[src/hw/ipav_pkg.sv]
// Constants for the interrupt priority and autovector controller.
// Assumes a single 200 MHz clock and an Avalon-MM register master.
// Behaviour
// - Within a level, internal codes 11 and 10 outrank the external slot.
// - Pin 7 is a fixed level 7 external slot, between codes 10 and 01.
// - Pin-assign bit 1 set puts pin 3 at level 6, else level 3.
// - Pin-assign bit 2 set puts pin 5 at level 4, else level 5.
// - Pin-assign bit 0 set puts pin 1 at level 2, else level 1.
// - Simultaneous requests at one level are served strictly in ranked order.
// - Autovector bits 7..1 choose autovector per external level.
// - Autovector bit 0 keeps address strobe off in external autovectored acknowledge.
// - Autovector offset is 0x64 plus four times level minus one.
// - An external autovector bit counts only while that level is assigned.
// - Internal sources take autovector choice from their own control entry.
// - Seven levels of five ranked positions give thirty-five slots.
// - Internal priority code 00 is lowest, 11 highest.
// - Mask blocks request to core; pending still records it.
package ipav_pkg;
  localparam int NUM_INT = 10;         // Internal sources
  localparam int NUM_LVL = 7;          // Interrupt levels
  localparam int NUM_SRC = 17;         // Pending bits 17..1
  // Register byte offsets
  localparam logic [7:0] OFS_PEND   = 8'h40;
  localparam logic [7:0] OFS_MASK   = 8'h44;
  localparam logic [7:0] OFS_AVSEL  = 8'h48;
  localparam logic [7:0] OFS_CTRL0  = 8'h4C; // Four entries per word
  localparam logic [7:0] OFS_CTRL1  = 8'h50;
  localparam logic [7:0] OFS_CTRL2  = 8'h54;
  localparam logic [7:0] OFS_PINAS  = 8'h58;
  localparam logic [7:0] OFS_ACKVEC = 8'h5C;
  // Reset values
  localparam logic [17:1] MASK_RST  = 17'h1FFFF;
  localparam logic [7:0]  AVSEL_RST = 8'h00;
  localparam logic [7:0]  CTRL_RST  = 8'h00;
  localparam logic [2:0]  PINAS_RST = 3'h0;
  // Control entry fields
  localparam int CTRL_AV  = 7;
  localparam int CTRL_LVH = 4;
  localparam int CTRL_LVL = 2;
  // Vector offsets
  localparam logic [7:0] AV_BASE = 8'h64;
  localparam logic [7:0] NO_VEC  = 8'h00;
  // Pin-assign field positions in the pin-assign register
  localparam int PIN_LSB = 5;
  // Acknowledge sequencer states
  typedef enum logic [2:0] {
    IPAV_IDLE = 3'b001,
    IPAV_ACK  = 3'b010,
    IPAV_DONE = 3'b100
  } ipav_state_t;
endpackage

[src/hw/ipav_resolve.sv]
// Ranks pending unmasked requests over the 35 slots; internal entries at level 0 are skipped.
// Assumes control entries are unique per level and priority.
`timescale 1ns/1ps
module ipav_resolve (
  input  wire logic [79:0] ctrl_in,   // Ten control entries
  input  wire logic [9:0]  int_req_in, // Unmasked internal requests
  input  wire logic [7:1]  ext_lvl_in, // Unmasked external per level
  output logic      [2:0]  lvl_out,   // Winning level, 0 if none
  output logic             ext_out,   // Winner is the external slot
  output logic      [3:0]  src_out    // Winning internal index
);
  // Slot rank = level*5 + position; linear scan keeps highest
  always_comb begin
    logic [5:0] best;
    logic [5:0] r;
    logic [2:0] lv;
    logic [1:0] pr;
    best    = 6'h00;
    r       = 6'h00;
    lv      = 3'h0;
    pr      = 2'h0;
    lvl_out = 3'h0;
    ext_out = 1'b0;
    src_out = 4'h0;
    for (int l = 1; l <= 7; l++) begin
      r = 6'(l * 5 + 2); // External sits between 10 and 01
      if (ext_lvl_in[l] && r > best) begin
        best    = r;
        lvl_out = 3'(l);
        ext_out = 1'b1;
      end
    end
    for (int i = 0; i < 10; i++) begin
      lv = ctrl_in[i*8+ipav_pkg::CTRL_LVL +: 3];
      pr = ctrl_in[i*8 +: 2];
      // Codes 11,10 above slot; 01,00 below
      // Widen before adding: a two-bit sum would wrap code 11 to the bottom
      r = 6'(lv * 5) + 6'(pr) + (pr[1] ? 6'h01 : 6'h00);
      if (int_req_in[i] && lv != 3'h0 && r > best) begin
        best    = r;
        lvl_out = lv;
        ext_out = 1'b0;
        src_out = 4'(i);
      end
    end
  end
endmodule // ipav_resolve

[src/hw/ipav_top.sv]
// Interrupt priority and autovector controller with Avalon-MM slave.
// Assumes request inputs are synchronous active-high levels.
//
// Chosen here: the Avalon-MM register port and the placing of the registers.
`timescale 1ns/1ps
module ipav_top (
  input  wire logic        CLK_SYS_IN,      // 200 MHz clock
  input  wire logic        SRST_IN,         // Sync reset, high
  input  wire logic [7:0]  AVM_ADDRESS_IN,  // Byte address
  input  wire logic        AVM_READ_IN,     // Read request
  input  wire logic        AVM_WRITE_IN,    // Write request
  input  wire logic [31:0] AVM_WRITEDATA_IN, // Write data
  input  wire logic [3:0]  AVM_BYTEENABLE_IN, // Byte lanes
  output logic      [31:0] AVM_READDATA_OUT, // Read data
  output logic             AVM_WAITREQUEST_OUT, // Stall
  input  wire logic [9:0]  INT_REQ_IN,      // Internal requests
  input  wire logic        EXT_REQUEST_PIN_7_IN, // Pin 7
  input  wire logic        EXT_REQUEST_PIN_5_IN, // Pin 5
  input  wire logic        EXT_REQUEST_PIN_3_IN, // Pin 3
  input  wire logic        EXT_REQUEST_PIN_1_IN, // Pin 1
  input  wire logic        IACK_IN,         // Core acknowledge pulse
  input  wire logic [2:0]  IACK_LEVEL_IN,   // Level acknowledged
  output logic      [2:0]  IRQ_LEVEL_OUT,   // Level to core
  output logic             IACK_DONE_OUT,   // Acknowledge answered
  output logic             IACK_AUTO_OUT,   // Autovector supplied
  output logic      [7:0]  IACK_VEC_OUT,    // Autovector offset
  output logic             ADDR_STROBE_BLOCK_OUT, // Strobe off
  output logic             IRQ_OUT          // Unmasked pending
);
  ipav_pkg::ipav_state_t st_q, st_d;
  logic [17:1] mask_q, pend_q;
  logic [7:0]  avsel_q;
  logic [7:0]  ctrl_q [10];
  logic [2:0]  pinas_q;
  logic [31:0] rdata_q;
  logic        wait_q;
  logic [2:0]  lvl_q;
  logic        done_q, auto_q, blk_q;
  logic [7:0]  vec_q;
  logic [2:0]  ack_lvl_q;
  logic [79:0] ctrl_flat;
  logic [7:1]  ext_pend, ext_unm;
  logic [2:0]  win_lvl;
  logic        win_ext;
  logic [3:0]  win_src;
  logic        irq_q;
  logic [7:1]  lvl_en;
  logic [7:0]  mask_b0, mask_b2, pin_byte;

  // Vector offset for level n: 0x64 + 4*(n-1)
  function automatic logic [7:0] av_offset(input logic [2:0] n);
    av_offset = ipav_pkg::AV_BASE + {3'h0, n - 3'h1, 2'h0};
  endfunction

  // Byte-lane merge for writes
  function automatic logic [7:0] lane(input logic [7:0] old,
                                      input int b);
    lane = AVM_BYTEENABLE_IN[b] ? AVM_WRITEDATA_IN[b*8 +: 8] : old;
  endfunction

  // Pins mapped to levels by pin-assign bits
  assign ext_pend[7] = EXT_REQUEST_PIN_7_IN;
  assign ext_pend[6] = EXT_REQUEST_PIN_3_IN & pinas_q[1];
  assign ext_pend[3] = EXT_REQUEST_PIN_3_IN & ~pinas_q[1];
  assign ext_pend[4] = EXT_REQUEST_PIN_5_IN & pinas_q[2];
  assign ext_pend[5] = EXT_REQUEST_PIN_5_IN & ~pinas_q[2];
  assign ext_pend[2] = EXT_REQUEST_PIN_1_IN & pinas_q[0];
  assign ext_pend[1] = EXT_REQUEST_PIN_1_IN & ~pinas_q[0];

  // Pending bits follow sources every clock; mask only gates them
  assign ext_unm = pend_q[7:1] & ~mask_q[7:1];
  generate
    for (genvar g = 0; g < 10; g++) begin : g_flat
      assign ctrl_flat[g*8 +: 8] = ctrl_q[g];
    end
  endgenerate

  ipav_resolve u_resolve (
    .ctrl_in    (ctrl_flat),
    .int_req_in (pend_q[17:8] & ~mask_q[17:8]),
    .ext_lvl_in (ext_unm),
    .lvl_out    (win_lvl),
    .ext_out    (win_ext),
    .src_out    (win_src)
  );

  // Levels live under a pin-assign setting; pin 7 is always live and
  // each other pin owns exactly one of its two levels
  function automatic logic [7:1] lvl_map(input logic [2:0] pa);
    lvl_map = {1'b1, pa[1], ~pa[2], pa[2], ~pa[1], pa[0], ~pa[0]};
  endfunction

  assign lvl_en = lvl_map(pinas_q);

  // Autovector choice for the winning request; a level bit is ignored
  // unless the pin assignment has that level live
  wire win_auto = win_ext ? (avsel_q[win_lvl] & lvl_en[win_lvl])
                          : ctrl_q[win_src][ipav_pkg::CTRL_AV];

  // Register decode
  wire acc      = AVM_READ_IN | AVM_WRITE_IN;
  wire go       = acc & ~wait_q;   // Answer cycle, waitrequest low
  wire wr       = AVM_WRITE_IN & go;
  wire a_mask   = AVM_ADDRESS_IN == ipav_pkg::OFS_MASK;
  wire a_pend   = AVM_ADDRESS_IN == ipav_pkg::OFS_PEND;
  wire a_avsel  = AVM_ADDRESS_IN == ipav_pkg::OFS_AVSEL;
  wire a_c0     = AVM_ADDRESS_IN == ipav_pkg::OFS_CTRL0;
  wire a_c1     = AVM_ADDRESS_IN == ipav_pkg::OFS_CTRL1;
  wire a_c2     = AVM_ADDRESS_IN == ipav_pkg::OFS_CTRL2;
  wire a_pinas  = AVM_ADDRESS_IN == ipav_pkg::OFS_PINAS;
  wire a_ackv   = AVM_ADDRESS_IN == ipav_pkg::OFS_ACKVEC;
  wire [31:0] rd_mux =
      a_pend  ? {14'h0, pend_q, 1'b0} :
      a_mask  ? {14'h0, mask_q, 1'b0} :
      a_avsel ? {24'h0, avsel_q} :
      a_c0    ? {ctrl_q[0], ctrl_q[1], ctrl_q[2], ctrl_q[3]} :
      a_c1    ? {ctrl_q[4], ctrl_q[5], ctrl_q[6], ctrl_q[7]} :
      a_c2    ? {ctrl_q[8], ctrl_q[9], 16'h0} :
      a_pinas ? {24'h0, pinas_q, 5'h0} :
      a_ackv  ? {21'h0, lvl_q, vec_q} : 32'h0;

  // Merged bytes for the narrow registers, cut to width where used
  assign mask_b0  = lane({mask_q[7:1], 1'b0}, 0);
  assign mask_b2  = lane({6'h00, mask_q[17:16]}, 2);
  assign pin_byte = lane({pinas_q, 5'h00}, 0);

  // Bus handshake: one wait cycle, then answer
  always_ff @(posedge CLK_SYS_IN) begin
    if (SRST_IN) begin
      wait_q  <= 1'b1;
      rdata_q <= 32'h0;
    end else begin
      wait_q  <= ~(acc & wait_q);
      if (AVM_READ_IN & wait_q) rdata_q <= rd_mux;
    end
  end

  // Writable registers; pending is read-only and samples each clock
  always_ff @(posedge CLK_SYS_IN) begin
    if (SRST_IN) begin
      mask_q  <= ipav_pkg::MASK_RST;
      avsel_q <= ipav_pkg::AVSEL_RST;
      pinas_q <= ipav_pkg::PINAS_RST;
      pend_q  <= 17'h0;
      for (int i = 0; i < 10; i++) ctrl_q[i] <= ipav_pkg::CTRL_RST;
    end else begin
      pend_q <= {INT_REQ_IN, ext_pend};
      if (wr & a_mask) begin
        mask_q[7:1]   <= mask_b0[7:1];
        mask_q[15:8]  <= lane(mask_q[15:8], 1);
        mask_q[17:16] <= mask_b2[1:0];
      end
      if (wr & a_avsel) avsel_q <= lane(avsel_q, 0);
      if (wr & a_pinas) pinas_q <= pin_byte[ipav_pkg::PIN_LSB +: 3];
      // Duplicate level/priority entries are software's error
      for (int b = 0; b < 4; b++) begin
        if (wr & a_c0) ctrl_q[3-b]   <= lane(ctrl_q[3-b], b) & 8'h9F;
        if (wr & a_c1) ctrl_q[7-b]   <= lane(ctrl_q[7-b], b) & 8'h9F;
      end
      for (int b = 2; b < 4; b++)
        if (wr & a_c2) ctrl_q[11-b] <= lane(ctrl_q[11-b], b) & 8'h9F;
    end
  end

  // Acknowledge sequencer
  always_comb begin
    st_d = st_q;
    unique case (st_q)
      ipav_pkg::IPAV_IDLE: if (IACK_IN) st_d = ipav_pkg::IPAV_ACK;
      ipav_pkg::IPAV_ACK:  st_d = ipav_pkg::IPAV_DONE;
      ipav_pkg::IPAV_DONE: st_d = ipav_pkg::IPAV_IDLE;
      default:             st_d = ipav_pkg::IPAV_IDLE;
    endcase
  end

  // Level to core and acknowledge answer
  always_ff @(posedge CLK_SYS_IN) begin
    if (SRST_IN) begin
      st_q      <= ipav_pkg::IPAV_IDLE;
      lvl_q     <= 3'h0;
      irq_q     <= 1'b0;
      done_q    <= 1'b0;
      auto_q    <= 1'b0;
      vec_q     <= ipav_pkg::NO_VEC;
      blk_q     <= 1'b0;
      ack_lvl_q <= 3'h0;
    end else begin
      st_q   <= st_d;
      irq_q  <= win_lvl != 3'h0; // Own flop keeps the pin glitch free
      lvl_q  <= win_lvl;
      done_q <= st_q == ipav_pkg::IPAV_ACK;
      if (st_q == ipav_pkg::IPAV_IDLE && IACK_IN) ack_lvl_q <= IACK_LEVEL_IN;
      if (st_q == ipav_pkg::IPAV_ACK) begin
        // Answer for the request now ranked top overall, if it sits at the acked level
        auto_q <= win_auto && win_lvl == ack_lvl_q;
        vec_q  <= (win_auto && win_lvl == ack_lvl_q)
                  ? av_offset(ack_lvl_q) : ipav_pkg::NO_VEC;
        blk_q  <= win_auto && win_ext && win_lvl == ack_lvl_q
                  && avsel_q[0];
      end else if (st_q == ipav_pkg::IPAV_DONE) begin
        blk_q  <= 1'b0;
      end
    end
  end

  assign AVM_READDATA_OUT      = rdata_q;
  assign AVM_WAITREQUEST_OUT   = wait_q;
  assign IRQ_LEVEL_OUT         = lvl_q;
  assign IRQ_OUT               = irq_q;
  assign IACK_DONE_OUT         = done_q;
  assign IACK_AUTO_OUT         = auto_q;
  assign IACK_VEC_OUT          = vec_q;
  assign ADDR_STROBE_BLOCK_OUT = blk_q;
endmodule // ipav_top

[config.mk]
export PLATFORM = sky130hd
export DESIGN_NAME = ipav_top
export DESIGN_NICKNAME = d
export VERILOG_FILES = /design/src/hw/ipav_pkg.sv /design/src/hw/ipav_resolve.sv /design/src/hw/ipav_top.sv
export SDC_FILE = /design/constraint.sdc
export NUM_CORES = 1
export LEC_CHECK = 0
export ABC_AREA = 1
export BUFFER_PORTS_ARGS = -buffer_cell sky130_fd_sc_hd__buf_4
export CAP_MARGIN = 20
export CELL_PAD_IN_SITES_DETAIL_PLACEMENT = 0
export CELL_PAD_IN_SITES_GLOBAL_PLACEMENT = 1
export CORE_UTILIZATION = 40
export DETAILED_ROUTE_END_ITERATION = 8
export PLACE_DENSITY = 0.82
export REMOVE_ABC_BUFFERS = 1
export SYNTH_ARGS = -nofsm -noshare
export SYNTH_HDL_FRONTEND = slang
export SYNTH_SLANG_ARGS = --single-unit
[constraint.sdc]
create_clock -name CLK_SYS_IN -period 14.74 [get_ports CLK_SYS_IN]
set_input_delay 2.211 -clock CLK_SYS_IN [delete_from_list [all_inputs] [get_ports CLK_SYS_IN]]
set_output_delay 2.211 -clock CLK_SYS_IN [all_outputs]
set_load 0.01 [all_outputs]
==> metrics.txt <==
overflow left after global routing=0; proportion of synthesized chip area in sequential cells=32.0%; DR iter-0 viols=836; top cell type's share of synthesized area=16.3%; vias in the first global route=10,430; Syn Std Cell Area=11,400 sq um; Period Utilization, post-route=91.6%; Crit path required time=15,100 ps; total routing usage reported by global routing=25.1%; Detailed Place HPWL=28,800 um; count of maximum capacitance violations=0; Post-synth ARST share=0%; final cell count without fillers=2,120; number of sinks driven by the clock tree=153; number of synthesized flops with an enable pin=60; cell type with the highest occurrence count on the critical path=nand2_1; Inst Count DP=2,076; number of placement rows=61; post-layout net count=1,916; Routability Congestion=0.933; final setup skew=7.58 ps; post-layout min period=13,500 ps; stage delay of the slowest cell on the critical path=510 ps; finished layout cell area=13,700 sq um; deepest level of the CTS H-tree=4; number of hold-slack violations in the final timing report=0; CTS max path bufs=2; CTS tree=yes; main area contributors after synthesis=dfxtp_1 16%, edfxtp_1 16%, nand2_1 11%; largest fanout on the critical path=14; I/O pin count=114; crit path max-delay cell type=edfxtp_1; sort of element at the start of the critical path=register; Buffers on Ports=103; ANT cells=0; count of endpoints failing setup in the final report=0; Num CTS Buffers=17; worst slew pin tran=1030 ps; clock tree root driver cell=clkbuf_16; starting density of the core=41.0%; dominant register cell in the synthesized netlist=dfxtp_1; cell leakage power=7.04 nW; post-route antenna net violation count=0; path class of the lowest-slack min-delay path=register to register; average size of a mapped cell=7.23 sq um; CTS clock-pin slew for the worst setup and hold paths=60 ps; number of antenna violations at the first check in global routing=0; Fmax achieved=74.1 MHz; Netlist cell types=48; height of the chip=171 um; core area=27,900 sq um; fraction of layout cells with a size suffix above 1=15.6%; placed inst area=12,900 sq um; number of design rule violations left after detail routing=0; clk_lat worst skew=430 ps; global-route wire length before repair=55,700 um; number of inserted filler cells in the final layout=2,842; start-to-end type of the worst setup path=register to register; cell type contributing the most total cell area after synthesis=dfxtp_1; number of warnings printed during yosys synthesis=0; routed vias/inst=5.20; power per unit of standard cell area=80.9 nW/um^2; post-synthesis cell count=1,584; flip-flop and latch count after synthesis=153; layout overhead on the synthesized area=20.0%; Commonest cells post-synth=341 x nand2_1, 264 x inv_1, 151 x nand3_1, 132 x nor2_1, 101 x ha_1; top-count cell post-synth=nand2_1; maximum number of pins on one net before global-route repair=56; total wirelength of the detailed-routed design=35,900 um; die footprint=29,300 sq um; result of the run=finished, final reports clean; average wire per cell in the routed design=16.9 um; arrival time at the worst endpoint=13,860 ps; Setup crit end kind=register; Die X-Extent=171 um; post-route core utilization=49.2%; DR vias=11,023; remaining max-slew budget at the tightest pin=30.9%; number of pins exceeding their max-slew limit in the final report=0; peak ir drop on the vdd network=0.0756 mV; Pre-Repair DR Iteration Count=6
area by class of cell:
cell class | count | area (sq um) | share of cell area (%)
well taps | 378 | 473 | 3.44
flip-flops and latches | 153 | 3660 | 26.7
clock inverters | 12 | 184 | 1.34
multi-input cells | 1114 | 6680 | 48.6
repair buffers | 164 | 1230 | 8.96
clock buffers | 20 | 458 | 3.33
inverters | 279 | 1050 | 7.62
metal layers:
layer | up-vias | global-route usage (%) | routed length [um]
li1 | 5507 | - | -
met1 | 5133 | 32.4 | 15700
met2 | 321 | 42.9 | 17100
met3 | 62 | 3.06 | 2000
met4 | 0 | 9.24 | 1060
met5 | - | 0 | 0
cell usage in the layout (no fill, tap or decap), types with 4 or more instances in the layout:
cell | synthesis | routed
bufinv_16 | 0 | 4
nand2_4 | 5 | 10
o21ai_0 | 96 | 74
nor2_2 | 2 | 8
a31oi_1 | 4 | 4
edfxtp_1 | 60 | 60
o21ai_1 | 2 | 19
a311oi_1 | 5 | 4
nor3_1 | 22 | 21
inv_2 | 12 | 13
nor2_1 | 132 | 126
xnor2_1 | 11 | 11
dfxtp_1 | 93 | 93
nand3_1 | 151 | 149
inv_6 | 0 | 4
nand2_2 | 28 | 24
a21oi_1 | 64 | 64
o211ai_1 | 35 | 35
o2111ai_1 | 6 | 5
nand2_1 | 341 | 339
clkbuf_16 | 0 | 18
ha_1 | 101 | 100
fa_1 | 20 | 19
nand3_2 | 5 | 7
o221ai_1 | 8 | 8
o21ai_2 | 0 | 5
xor2_1 | 10 | 10
nand4_1 | 10 | 10
conb_1 | 1 | 6
inv_1 | 264 | 263
o21bai_1 | 24 | 24
buf_4 | 6 | 163
worst max-delay path: cells and delay by family, from the launching register on:
kind	cells	cell delay, ps
AND/OR/NAND/NOR	52	5250
adder cells (fa/ha/maj)	12	3660
AO/OA/AOI/OAI	19	2650
buffers and inverters	12	930
flip-flops	1	510
XOR/XNOR	2	360
kinds of logic after synthesis:
group | share of synthesized area [%]
xor+xnor | 1.75
compound gates | 14.1
other cells | 0.0328
flops | 32.0
buf+inv | 11.0
simple gates | 26.4
fa+ha+maj | 14.5
mux | 0.0984
final timing paths:
path,start,depth (start not counted),to,slack [ps]
max reg2reg,ctrl_q[0][2],97,ADDR_STROBE_BLOCK_OUT,1240
max,ctrl_q[0][2],97,ADDR_STROBE_BLOCK_OUT,1240
min reg2reg,AVM_WAITREQUEST_OUT,1,AVM_WAITREQUEST_OUT,450
min,AVM_WAITREQUEST_OUT,1,AVM_WAITREQUEST_OUT,450
report_power, final:
part,switching [mW],leakage [nW],internal [mW],total (mW)
Sequential,0.0123,1.37,0.450,0.462
Clock,0.190,0.307,0.296,0.486
Combinational,0.0994,5.36,0.0637,0.163
registers in the layout (all words and copies together), names as in the netlist, 3 cells and up:
| register | flops |
|---|---|
| avsel_q | 8 |
| IACK_VEC_OUT | 6 |
| ack_lvl_q | 3 |
| ctrl_q | 60 |
| pend_q | 17 |
| IRQ_LEVEL_OUT | 3 |
| pinas_q | 3 |
| mask_q | 17 |
| st_q | 3 |
| AVM_READDATA_OUT | 28 |
what timing repair did:
| action | in CTS | in global routing |
|---|---|---|
| gates resized for setup | 0 | 52 |
| setup buffers | 0 | 11 |
| endpoints found under the setup margin | 0 | 12 |
| hold buffers | 0 | 0 |
stage by stage:
| step | setup TNS, ps | hold WS (ps) | worst slack, ps | total power [mW] |
|---|---|---|---|---|
| after global routing | -31.2 | 483 | -31.2 | 1.15 |
| after global placement | 0 | 426 | 428 | 0.621 |
| after CTS | 0 | 452 | 214 | 1.10 |
| final | 0 | 446 | 1240 | 1.11 |
| after floorplan | 0 | 421 | 1350 | 0.563 |
| after detailed placement | 0 | 434 | 278 | 0.624 |
Note: power is estimated with default switching activity, not from simulation.
